==> config.mk <==
export PLATFORM = sky130hd
export DESIGN_NAME = pulse_rate_meter
export DESIGN_NICKNAME = d
export VERILOG_FILES = /design/src/pulse_meter_pkg.sv /design/src/pulse_rate_meter.sv
export SDC_FILE = /design/constraint.sdc
export NUM_CORES = 2
export LEC_CHECK = 0
export BUFFER_PORTS_ARGS = -buffer_cell sky130_fd_sc_hd__buf_2
export CAP_MARGIN = 30
export CORE_MARGIN = 2
export CORE_UTILIZATION = 45
export CTS_BUF_LIST = sky130_fd_sc_hd__clkbuf_4 sky130_fd_sc_hd__clkbuf_8 sky130_fd_sc_hd__clkbuf_16
export DETAILED_ROUTE_END_ITERATION = 8
export PLACE_DENSITY = 0.66
export SKIP_LAST_GASP = 1
export SLEW_MARGIN = 10
export SYNTH_ARGS = -nofsm -noshare
export SYNTH_HDL_FRONTEND = slang
export SYNTH_SLANG_ARGS = --single-unit
==> constraint.sdc <==
create_clock -name ref_clk -period 6.3 [get_ports ref_clk]
set_input_delay 0.315 -clock ref_clk [delete_from_list [all_inputs] [get_ports ref_clk]]
set_output_delay 0.315 -clock ref_clk [all_outputs]
set_load 0.05 [all_outputs]
==> src/pulse_meter_pkg.sv <==
// register map, field positions and timing constants of the pulse rate meter
package pulse_meter_pkg;
  // register byte offsets
  localparam logic [5:0] ADDR_CTRL = 6'h00;
  localparam logic [5:0] ADDR_UPPER_PRESET = 6'h04;
  localparam logic [5:0] ADDR_LOWER_PRESET = 6'h08;
  localparam logic [5:0] ADDR_LOAD = 6'h0c;
  localparam logic [5:0] ADDR_MEASURED = 6'h10;
  localparam logic [5:0] ADDR_STATUS = 6'h14;
  localparam logic [5:0] ADDR_UPPER_ACTIVE = 6'h18;
  localparam logic [5:0] ADDR_LOWER_ACTIVE = 6'h1c;
  localparam logic [5:0] ADDR_IRQ_STATUS = 6'h20;
  localparam logic [5:0] ADDR_IRQ_MASK = 6'h24;
  // field positions
  localparam int CTRL_SEL_LSB = 0;
  localparam int LOAD_UPPER_BIT = 0;
  localparam int LOAD_LOWER_BIT = 1;
  localparam int ST_ABOVE_BIT = 0;
  localparam int ST_BELOW_BIT = 1;
  localparam int ST_VALID_BIT = 2;
  localparam int ST_RUN_BIT = 3;
  localparam int ST_TIMING_BIT = 4;
  localparam int IRQ_UPPER_BIT = 0;
  localparam int IRQ_LOWER_BIT = 1;
  // sample time selector codes
  localparam logic [2:0] SEL_1MS = 3'h0;
  localparam logic [2:0] SEL_2MS = 3'h1;
  localparam logic [2:0] SEL_4MS = 3'h2;
  localparam logic [2:0] SEL_100MS = 3'h3;
  localparam logic [2:0] SEL_1S = 3'h4;
  localparam logic [2:0] SEL_10S = 3'h5;
  // reset values
  localparam logic [2:0] SEL_RESET = SEL_1S;
  localparam logic [31:0] UPPER_RESET = 32'h7fffffff;
  localparam logic [31:0] LOWER_RESET = 32'h00000000;
  localparam logic [1:0] IRQ_MASK_RESET = 2'h0;
  localparam logic [31:0] INVALID_VALUE = 32'hffffffff;
  localparam logic [31:0] SAT_VALUE = 32'h7fffffff;
  // clock and sample times
  localparam int CLK_MHZ = 125;
  localparam longint CLK_HZ = 125000000;
  localparam int T_1MS_US = 1000;
  localparam int T_2MS_US = 2000;
  localparam int T_4MS_US = 4000;
  localparam int T_100MS_US = 100000;
  localparam int T_1S_US = 1000000;
  localparam int T_10S_US = 10000000;
  localparam int WIN_1MS_CYC = T_1MS_US * CLK_MHZ;
  localparam int WIN_2MS_CYC = T_2MS_US * CLK_MHZ;
  localparam int WIN_4MS_CYC = T_4MS_US * CLK_MHZ;
  localparam int WIN_100MS_CYC = T_100MS_US * CLK_MHZ;
  localparam int WIN_1S_CYC = T_1S_US * CLK_MHZ;
  localparam int WIN_10S_CYC = T_10S_US * CLK_MHZ;
  // longest edge interval still resolved (20 mHz)
  localparam longint ZERO_LIMIT_MS = 50000;
  localparam longint ZERO_LIMIT_CYC = ZERO_LIMIT_MS * CLK_HZ / 1000;
  // result unit is mHz: edges scaled per window, reciprocal numerator
  localparam logic [31:0] MULT_100MS = 32'h00002710;
  localparam logic [31:0] MULT_1S = 32'h000003e8;
  localparam logic [31:0] MULT_10S = 32'h00000064;
  localparam longint RECIP_NUM = 1000 * CLK_HZ;
  localparam int DIV_STEPS = 47;
  typedef enum logic {DIV_IDLE, DIV_RUN} div_state_t;
endpackage

==> src/pulse_rate_meter.sv <==
// pulse rate meter with threshold comparators and avalon-mm registers
//
// Register access over Avalon-MM and the register offsets are this design's own decisions.
`timescale 1ns/1ps
module pulse_rate_meter #(
  parameter int WIN_1MS_CYC = pulse_meter_pkg::WIN_1MS_CYC,
  parameter int WIN_2MS_CYC = pulse_meter_pkg::WIN_2MS_CYC,
  parameter int WIN_4MS_CYC = pulse_meter_pkg::WIN_4MS_CYC,
  parameter int WIN_100MS_CYC = pulse_meter_pkg::WIN_100MS_CYC,
  parameter int WIN_1S_CYC = pulse_meter_pkg::WIN_1S_CYC,
  parameter int WIN_10S_CYC = pulse_meter_pkg::WIN_10S_CYC,
  parameter longint ZERO_LIMIT_CYC = pulse_meter_pkg::ZERO_LIMIT_CYC
) (
  input wire logic ref_clk,
  input wire logic rst,
  input wire logic [5:0] address,
  input wire logic read,
  input wire logic write,
  input wire logic [31:0] writedata,
  output logic [31:0] readdata,
  output logic waitrequest,
  input wire logic meas_in,
  input wire logic host_running,
  output logic upper_exceeded,
  output logic lower_undershot,
  output logic irq
);
  localparam logic [33:0] ZLIM = 34'(ZERO_LIMIT_CYC);
  localparam logic [46:0] NUM = 47'(pulse_meter_pkg::RECIP_NUM);

  // window length in cycles for a selector code
  function automatic logic [30:0] win_len(input logic [2:0] sel);
    case (sel)
      pulse_meter_pkg::SEL_1MS: win_len = 31'(WIN_1MS_CYC);
      pulse_meter_pkg::SEL_2MS: win_len = 31'(WIN_2MS_CYC);
      pulse_meter_pkg::SEL_4MS: win_len = 31'(WIN_4MS_CYC);
      pulse_meter_pkg::SEL_100MS: win_len = 31'(WIN_100MS_CYC);
      pulse_meter_pkg::SEL_10S: win_len = 31'(WIN_10S_CYC);
      default: win_len = 31'(WIN_1S_CYC);
    endcase
  endfunction

  // edge count to mHz scale for the counting windows
  function automatic logic [31:0] count_mult(input logic [2:0] sel);
    case (sel)
      pulse_meter_pkg::SEL_100MS: count_mult = pulse_meter_pkg::MULT_100MS;
      pulse_meter_pkg::SEL_10S: count_mult = pulse_meter_pkg::MULT_10S;
      default: count_mult = pulse_meter_pkg::MULT_1S;
    endcase
  endfunction

  logic [2:0] sel_reg;
  logic [31:0] upper_preset_reg;
  logic [31:0] lower_preset_reg;
  logic [1:0] load_reg;
  logic [1:0] load_prev_reg;
  logic [31:0] upper_active_reg;
  logic [31:0] lower_active_reg;
  logic [1:0] irq_status_reg;
  logic [1:0] irq_mask_reg;
  logic wait_reg;
  logic [31:0] readdata_reg;
  logic sync1_reg;
  logic sync2_reg;
  logic sync3_reg;
  logic level_reg;
  logic run_prev_reg;
  logic [30:0] win_cnt_reg;
  logic [31:0] edge_cnt_reg;
  logic [31:0] measured_frequency_reg;
  logic valid_reg;
  logic seen_reg;
  logic [33:0] period_cnt_reg;
  logic tpend_reg;
  logic [31:0] tval_reg;
  pulse_meter_pkg::div_state_t div_state_reg;
  logic [5:0] div_cnt_reg;
  logic [34:0] div_rem_reg;
  logic [46:0] div_quo_reg;
  logic [33:0] div_den_reg;
  logic above_reg;
  logic below_reg;
  logic irq_reg;

  // bus decode and access strobes
  wire take_wr = write && !wait_reg;
  wire take_rd = read && wait_reg;
  wire wr_ctrl = take_wr && (address == pulse_meter_pkg::ADDR_CTRL);
  wire wr_upper = take_wr && (address == pulse_meter_pkg::ADDR_UPPER_PRESET);
  wire wr_lower = take_wr && (address == pulse_meter_pkg::ADDR_LOWER_PRESET);
  wire wr_load = take_wr && (address == pulse_meter_pkg::ADDR_LOAD);
  wire wr_irq_st = take_wr && (address == pulse_meter_pkg::ADDR_IRQ_STATUS);
  wire wr_irq_mask = take_wr && (address == pulse_meter_pkg::ADDR_IRQ_MASK);

  // mode, run control and window timing
  wire timing_mode = (sel_reg <= pulse_meter_pkg::SEL_4MS);
  wire start = host_running && !run_prev_reg;
  wire running = host_running && !start;
  wire tick = running && (win_cnt_reg >= win_len(sel_reg) - 31'd1);
  wire rise = running && sync2_reg && sync3_reg && !level_reg;

  // reciprocal divider step
  wire [34:0] rem_shift = {div_rem_reg[33:0], div_quo_reg[46]};
  wire div_ge = (rem_shift >= {1'b0, div_den_reg});
  wire [34:0] rem_sub = rem_shift - {1'b0, div_den_reg};
  wire div_done = (div_state_reg == pulse_meter_pkg::DIV_RUN) && (div_cnt_reg == 6'h01);
  wire [46:0] quo_last = {div_quo_reg[45:0], div_ge};
  wire [31:0] quo_sat = (quo_last[46:31] != 16'h0000) ? pulse_meter_pkg::SAT_VALUE
                                                      : quo_last[31:0];
  // an interval at or past the zero limit is never divided, it stays zero
  wire start_div = rise && seen_reg && timing_mode
                   && (period_cnt_reg < ZLIM - 34'd1);
  wire too_slow = running && timing_mode && (period_cnt_reg == ZLIM - 34'd1);

  // new result chosen at the window end, in timing modes the first interval result as soon as it is ready
  wire publish = (tick && (!timing_mode || tpend_reg))
                 || (timing_mode && tpend_reg && !valid_reg);
  wire [31:0] count_val = 32'(edge_cnt_reg * count_mult(sel_reg));
  wire [31:0] pub_val = timing_mode ? tval_reg : count_val;

  // threshold comparison and interrupt events
  wire above_next = valid_reg && (measured_frequency_reg > upper_active_reg);
  wire below_next = valid_reg && (measured_frequency_reg < lower_active_reg);
  wire [1:0] irq_set = {below_next && !below_reg, above_next && !above_reg}
                       & {2{timing_mode && host_running}};
  wire [1:0] irq_clr = wr_irq_st ? writedata[1:0] : 2'h0;
  wire [1:0] load_rise = load_reg & ~load_prev_reg;

  // register read selection
  wire [31:0] status_word = {27'h0, timing_mode, host_running, valid_reg, below_reg, above_reg};
  wire [31:0] rd_mux =
    (address == pulse_meter_pkg::ADDR_CTRL) ? {29'h0, sel_reg} :
    (address == pulse_meter_pkg::ADDR_UPPER_PRESET) ? upper_preset_reg :
    (address == pulse_meter_pkg::ADDR_LOWER_PRESET) ? lower_preset_reg :
    (address == pulse_meter_pkg::ADDR_LOAD) ? {30'h0, load_reg} :
    (address == pulse_meter_pkg::ADDR_MEASURED) ? measured_frequency_reg :
    (address == pulse_meter_pkg::ADDR_STATUS) ? status_word :
    (address == pulse_meter_pkg::ADDR_UPPER_ACTIVE) ? upper_active_reg :
    (address == pulse_meter_pkg::ADDR_LOWER_ACTIVE) ? lower_active_reg :
    (address == pulse_meter_pkg::ADDR_IRQ_STATUS) ? {30'h0, irq_status_reg} :
    (address == pulse_meter_pkg::ADDR_IRQ_MASK) ? {30'h0, irq_mask_reg} : 32'h0;

  // bus handshake: one wait cycle, then answer
  always_ff @(posedge ref_clk) begin
    if (rst) begin
      wait_reg <= 1'b1;
      readdata_reg <= 32'h0;
    end else begin
      wait_reg <= !((read || write) && wait_reg);
      if (take_rd) begin
        readdata_reg <= rd_mux;
      end
    end
  end

  // software registers
  always_ff @(posedge ref_clk) begin
    if (rst) begin
      sel_reg <= pulse_meter_pkg::SEL_RESET;
      upper_preset_reg <= pulse_meter_pkg::UPPER_RESET;
      lower_preset_reg <= pulse_meter_pkg::LOWER_RESET;
      load_reg <= 2'h0;
      irq_mask_reg <= pulse_meter_pkg::IRQ_MASK_RESET;
    end else begin
      if (wr_ctrl) sel_reg <= writedata[2:0];
      if (wr_upper) upper_preset_reg <= writedata;
      if (wr_lower) lower_preset_reg <= writedata;
      if (wr_load) load_reg <= writedata[1:0];
      if (wr_irq_mask) irq_mask_reg <= writedata[1:0];
    end
  end

  // threshold loading on strobe edges
  always_ff @(posedge ref_clk) begin
    if (rst) begin
      load_prev_reg <= 2'h0;
      upper_active_reg <= pulse_meter_pkg::UPPER_RESET;
      lower_active_reg <= pulse_meter_pkg::LOWER_RESET;
    end else begin
      load_prev_reg <= load_reg;
      if (load_rise[pulse_meter_pkg::LOAD_UPPER_BIT]) upper_active_reg <= upper_preset_reg;
      if (load_rise[pulse_meter_pkg::LOAD_LOWER_BIT]) lower_active_reg <= lower_preset_reg;
    end
  end

  // input synchroniser and qualified level
  always_ff @(posedge ref_clk) begin
    if (rst) begin
      sync1_reg <= 1'b0;
      sync2_reg <= 1'b0;
      sync3_reg <= 1'b0;
      level_reg <= 1'b0;
    end else begin
      sync1_reg <= meas_in;
      sync2_reg <= sync1_reg;
      sync3_reg <= sync2_reg;
      if (sync2_reg == sync3_reg) level_reg <= sync2_reg;
    end
  end

  // window counter and edge counter
  always_ff @(posedge ref_clk) begin
    if (rst) begin
      run_prev_reg <= 1'b0;
      win_cnt_reg <= 31'h0;
      edge_cnt_reg <= 32'h0;
    end else begin
      run_prev_reg <= host_running;
      if (start || tick) begin
        win_cnt_reg <= 31'h0;
        edge_cnt_reg <= {31'h0, rise && tick};
      end else if (running) begin
        win_cnt_reg <= win_cnt_reg + 31'd1;
        edge_cnt_reg <= edge_cnt_reg + {31'h0, rise};
      end
    end
  end

  // interval timing between rising edges
  always_ff @(posedge ref_clk) begin
    if (rst) begin
      seen_reg <= 1'b0;
      period_cnt_reg <= 34'h0;
      tpend_reg <= 1'b0;
      tval_reg <= 32'h0;
    end else if (start) begin
      seen_reg <= 1'b0;
      period_cnt_reg <= 34'h0;
      tpend_reg <= 1'b0;
    end else if (running) begin
      if (rise) begin
        seen_reg <= 1'b1;
        period_cnt_reg <= 34'h0;
      end else if (period_cnt_reg < ZLIM) begin
        period_cnt_reg <= period_cnt_reg + 34'd1;
      end
      if (too_slow) begin
        tval_reg <= 32'h0;
        tpend_reg <= 1'b1;
      end else if (div_done) begin
        tval_reg <= quo_sat;
        tpend_reg <= 1'b1;
      end else if (tick) begin
        tpend_reg <= 1'b0;
      end
    end
  end

  // sequential reciprocal divider
  always_ff @(posedge ref_clk) begin
    if (rst) begin
      div_state_reg <= pulse_meter_pkg::DIV_IDLE;
      div_cnt_reg <= 6'h0;
      div_rem_reg <= 35'h0;
      div_quo_reg <= 47'h0;
      div_den_reg <= 34'h1;
    end else begin
      case (div_state_reg)
        pulse_meter_pkg::DIV_IDLE: begin
          if (start_div) begin
            div_state_reg <= pulse_meter_pkg::DIV_RUN;
            div_cnt_reg <= 6'(pulse_meter_pkg::DIV_STEPS);
            div_rem_reg <= 35'h0;
            div_quo_reg <= NUM;
            div_den_reg <= period_cnt_reg + 34'd1;
          end
        end
        pulse_meter_pkg::DIV_RUN: begin
          div_rem_reg <= div_ge ? rem_sub : rem_shift;
          div_quo_reg <= quo_last;
          div_cnt_reg <= div_cnt_reg - 6'd1;
          if (div_done || start) div_state_reg <= pulse_meter_pkg::DIV_IDLE;
        end
        default: div_state_reg <= pulse_meter_pkg::DIV_IDLE;
      endcase
    end
  end

  // published result, held outside running
  always_ff @(posedge ref_clk) begin
    if (rst) begin
      measured_frequency_reg <= pulse_meter_pkg::INVALID_VALUE;
      valid_reg <= 1'b0;
    end else if (start) begin
      measured_frequency_reg <= pulse_meter_pkg::INVALID_VALUE;
      valid_reg <= 1'b0;
    end else if (publish) begin
      measured_frequency_reg <= pub_val;
      valid_reg <= 1'b1;
    end
  end

  // comparator flags, sticky interrupt bits and output
  always_ff @(posedge ref_clk) begin
    if (rst) begin
      above_reg <= 1'b0;
      below_reg <= 1'b0;
      irq_status_reg <= 2'h0;
      irq_reg <= 1'b0;
    end else begin
      above_reg <= above_next;
      below_reg <= below_next;
      irq_status_reg <= (irq_status_reg & ~irq_clr) | irq_set;
      irq_reg <= |(((irq_status_reg & ~irq_clr) | irq_set) & irq_mask_reg);
    end
  end

  assign readdata = readdata_reg;
  assign waitrequest = wait_reg;
  assign upper_exceeded = above_reg;
  assign lower_undershot = below_reg;
  assign irq = irq_reg;
endmodule

[Word-level counts from Yosys, hierarchy flattened]
Index checks and enable logic that the tools add are counted.
Word-level totals
  output and inout port bits: 36
  logic and storage cells: 166
  bits in registers: 466
Operators by class
  bitwise gates (word level): 9
  $mul: 1
  $add $sub $neg: 6
  order comparisons: 7
  eq/ne operators: 17
  multiplexer cells: 34
  reduce and logical (&&, ||, !) cells: 59
Operators with widths (number)
  32-bit two-way mux: 12
  31-bit one-hot mux with 5 select lines: 1
  34-bit two-way mux: 4
  47-bit one-hot mux with 2 select lines: 1
  34-bit by 33-bit less-than comparator with 1-bit output, second input constant: 2
  34-bit one-hot mux with 2 select lines: 1
  47-bit two-way mux: 1
  35-bit by 34-bit greater-or-equal comparator with 1-bit output: 1
  34-bit by 1-bit adder with 34-bit output, second input constant: 1
  34-bit by 33-bit equality test with 1-bit output, second input constant: 1
  34-bit subtractor: 1
  32-bit by 1-bit adder with 32-bit output: 1
  32-bit > comparator: 1
  32-bit less-than comparator: 1
  32-bit by 14-bit multiplier with 32-bit output: 1
  31-bit by 1-bit adder with 31-bit output, second input constant: 1
  31-bit greater-or-equal comparator: 1
  31-bit by 1-bit subtractor with 31-bit output, second input constant: 1
  1-bit logical AND: 30
  14-bit one-hot mux with 2 select lines: 1
  6-bit by 5-bit equality test with 1-bit output, second input constant: 4
  16-bit nonzero test: 1
  6-bit by 4-bit equality test with 1-bit output, second input constant: 2
  6-bit equality test, second input constant: 2
  other kinds (27): 60

[Logic depth before layout (Yosys ltp)]
  depth in word-level cells: 12
  mapped depth: 29

[Least setup slack after synthesis]
Ideal clock, no wire load.
  path type: reg2reg
  start point: reg sel_reg[0]
  end point: reg measured_frequency_reg[28]
  path buffers: 3
  clock period less this slack: 6.373 ns
  arrival time: 6.236 ns
  stages on the path, launching flop included: 25
  path slack: -0.073 ns
  data required time: 6.163 ns
  cell sequence: dfxtp_1 clkbuf_1 nand2_1 nor2_1 inv_1 clkbuf_1 clkbuf_1 and2_1 fa_1 inv_1 fa_1 inv_1 fa_1 fa_1 fa_1 ha_1 ha_1 and3_1 a211oi_1 nand3_1 a311o_1 a21bo_2 xor2_1 mux2i_1 o211ai_1
On the way
  cells in the longest elaborated chain, start to end: 7
Ends and longest elaborated chain
  from (decl): line pulse_rate_meter.sv:52  | logic [2:0] sel_reg;
  from (signal assigned): line pulse_rate_meter.sv:159  | sel_reg <= pulse_meter_pkg::SEL_RESET;
  from (signal assigned): line pulse_rate_meter.sv:165  | if (wr_ctrl) sel_reg <= writedata[2:0];
  parallel branches: the longest is 7 deep, another holds 32-bit by 14-bit multiplier with 32-bit output
  to (signal assigned): line pulse_rate_meter.sv:282  | measured_frequency_reg <= pulse_meter_pkg::INVALID_VALUE;
  to (signal assigned): line pulse_rate_meter.sv:285  | measured_frequency_reg <= pulse_meter_pkg::INVALID_VALUE;
  to (signal assigned): line pulse_rate_meter.sv:288  | measured_frequency_reg <= pub_val;
  to (decl): line pulse_rate_meter.sv:70  | logic [31:0] measured_frequency_reg;
Several ways; the timed one is not identified.
A chain may end at the register's enable or synchronous reset.

[Worst setup path in the final report]
  start point: reg sel_reg[1]
  end point: reg measured_frequency_reg[29]
Same word-level chain as after synthesis.

==> key figures <==
Drt
  • Starting DRT DRC Count: 1,949
  • Drt total wl: 81.3 mm
  • Final ANT Viol Nets: 0
  • Number of vias per cell: between 5 and 6
  • Vias: 26,000
  • Detailed-route DRC error count: 0
  • Pre-antenna DRT Iters: 7
  • Average wire per standard cell: 16.8 µm

Yosys
  • Combinational family with the most area after synthesis: adder cells
  • Cell with the most instances after synthesis: nand2_1
  • Register area share after synthesis: 29.8%
  • Avg Cell Area, Syn: 8.18 µm²
  • Synth Area in XOR/XNOR: 4.27%
  • Most frequent cells after synthesis: nand2_1, dfxtp_1, inv_1
  • Post-synthesis compound-gate area fraction: 16.4%
  • Syn Std Cell Area: between 30,000 and 40,000 µm²
  • Synth Flop Type: dfxtp_1
  • Post-synth top area share: 29.8%
  • Simple-Gate Fraction of Synth Area: 18.2%
  • Synth Area in Adders: a little over a fifth
  • Largest area contributor in the netlist: dfxtp_1
  • Yosys reg bits: 464
  • Synth area leaders: dfxtp_1, fa_1, ha_1
  • Async S/R FF share, synth: 0%
  • Post-synthesis mux area share: around 2.2%
  • Synth cell types: 84
  • Post-synth EDFFs: 0
  • Mapped Cells: 3,811
  • YS warnings: 0

Floorplan
  • I/O pin total: 80
  • Die Footprint: about 71,000 µm²
  • Die width: around 270 µm
  • Vert. Die Dim: 267 µm
  • CORE AREA: between 60,000 and 70,000 µm²
  • Initial Util: 45.5%
  • Cell Rows: 96

Critical path
  • CP required: 6.74 ns
  • Worst path arrival time: between 6 and 7 ns
  • RR Startpoint: sel_reg[1]$_SDFFE_PP0P_
  • CP endpoint kind: register
  • CP Launch Type: register
  • Setup CP Type: reg2reg
  • Critical path launch point: sel_reg[1]$_SDFFE_PP0P_
  • CP max FO: 14

Hold path
  • Worst hold path startpoint: writedata[1]
  • HP Class: in2reg

Pwr
  • Power Dens Cells: 184 nW/µm²
  • Maximum VDD drop: 201 µV
  • Pwr Total: 6440 µW
  • Leak pwr: 0.0158 µW

Finish
  • Final net count: 4,321
  • # diodes: 0
  • Area Growth Syn to Fin: 12.6%
  • Max FFs per register: 47
  • Ratio of cells with drive above 1 in the final layout: 8.57%
  • Final core utilization: 51.2%

STA
  • Fin. Hold Viols: 0
  • Final WS setup: 0.213 ns
  • Final slew viol count: 0
  • Minimum clock period: 6.09 ns
  • Unrepaired setup endpoints after global routing: yes
  • Worst Skew: 0.0572 ns
  • Final hold slack: 0.0373 ns
  • Fin crit share: between 90% and 100%
  • Setup violators final: 0
  • Measured slew at the worst slew-check pin: 0.946 ns
  • Rel. slew slack: between 30% and 40%
  • Fmax: 0.164 GHz

Clock network
  • H-tree Lvls: 2
  • Clock latency at the later pin of the worst-skew pair: 0.64 ns
  • Worst-path clk slew: 0.06 ns
  • Clk sinks: 464
  • CTS tree: yes
  • Clk buf depth: 3
  • Num CTS Buffers: 52
  • Root Driver: clkbuf_16

Placed design
  • Detailed placement HPWL: 58.5 mm
  • Placer congestion estimate: slightly above 0.9
  • Count of buffers from port buffering: about 80
  • DP Worst Slack: 0.0474 ns

Outcome
  • Status: finished clean

Global routing
  • Global-route wire length before repair: 133 mm
  • Met2 GRT Util: 36.4%
  • GR Util met3: ~3.1%
  • Vias in the first global route: between 20,000 and 30,000
  • GRT Overall Usage: 22.7%
  • Total gr overflow: 0
  • Met1 Track Usage GR: 32.1%
  • Busiest grt layer: met2
  • Largest net degree at the start of global routing: 94
  • Initial antenna violation count: 2

Job
  • Max-cap check violation count: 0
## kinds of logic (layout without fill, tap and decap cells)
family / count (synthesis) / after routing
compound gates: 828 / 828
xor+xnor: 152 / 152
fa+ha+maj: 424 / 424
buf+inv: 628 / 711
flops: 464 / 464
mux: 68 / 68
other cells: 1 / 3
simple gates: 1246 / 1246
## area by class of cell
cell class	instances	area [µm²]
clock inverter	27	359
tap	931	1160
inverter	411	1540
clock buffer	70	1510
timing repair buffer	203	1570
multi-input combinational	2721	19700
sequential	464	9290
fill	6514	33500
## power breakdown
group          switching [µW]  internal, µW
Clock                    1320          1940
Combinational             165          71.1
Sequential               5.86          2940
## worst max-delay path: stages, from the launching register on
cell and delay (ns):
dfxtp_2 0.37, nand2_1 0.12, nor2_4 0.15, inv_2 0.08, buf_4 0.18, and2_1 0.20, fa_1 0.53, inv_1 0.05
fa_1 0.41, fa_1 0.54, inv_1 0.05, fa_1 0.50, fa_1 0.49, ha_1 0.31, ha_1 0.31, a21o_1 0.21
a21o_1 0.18, a21o_1 0.19, a21o_1 0.21, a21oi_2 0.16, nor2b_1 0.07, a311oi_2 0.26, mux2i_1 0.23, a22oi_1 0.10
## placed cells by master (no fill, tap or decap), types with 47 or more instances in the layout
master / instances
xor2_1: 69
inv_1: 408
a22oi_1: 70
dfxtp_1: 460
a21oi_1: 284
nor2_1: 308
o211ai_1: 58
nand2_1: 536
a211oi_1: 47
nand3_1: 91
and3_1: 61
o21ai_0: 173
buf_4: 80
fa_1: 179
mux2i_1: 63
buf_2: 78
clkbuf_16: 53
xnor2_1: 83
a21o_1: 58
ha_1: 241
## metrics by stage
step | instance area, µm² | setup TNS (ns) | cells
4_1_cts | 34900 | 0 | 4820
2_1_floorplan | 31200 | 0 | 3813
6_report | 35100 | 0 | 4827
3_5_place_dp | 32700 | 0 | 4690
5_1_grt | 35100 | -0.183 | 4827
3_3_place_gp | 32600 | 0 | 4686
## per-layer routing
layer | vias to the layer above | part of all wire (%) | routed length, µm
met5 | - | 0.016 | 13
met1 | 12300 | 47 | 38300
met2 | 673 | 45 | 36300
met3 | 119 | 5.8 | 4740
met4 | 2 | 2.4 | 1960
li1 | 12900 | - | -
## path summary, 6_finish.rpt
kind,end,slack [ns],depth (start not counted)
worst min register to register,div_quo_reg[20]$_SDFFE_PP0P_,0.45,2
worst min-delay path,lower_preset_reg[1]$_SDFFE_PP0P_,0.04,3
worst max-delay path,measured_frequency_reg[29]$_SDFFE_PP1P_,0.21,23
worst max register to register,measured_frequency_reg[29]$_SDFFE_PP1P_,0.21,23
## what timing repair did
item	4_1_cts	5_1_grt
buffers inserted	0	3
gates resized for setup	0	24
endpoints found under the setup margin	0	13
hold buffers	33	0
endpoints found under the hold margin	60	0
(Power assumes the default switching activity.)
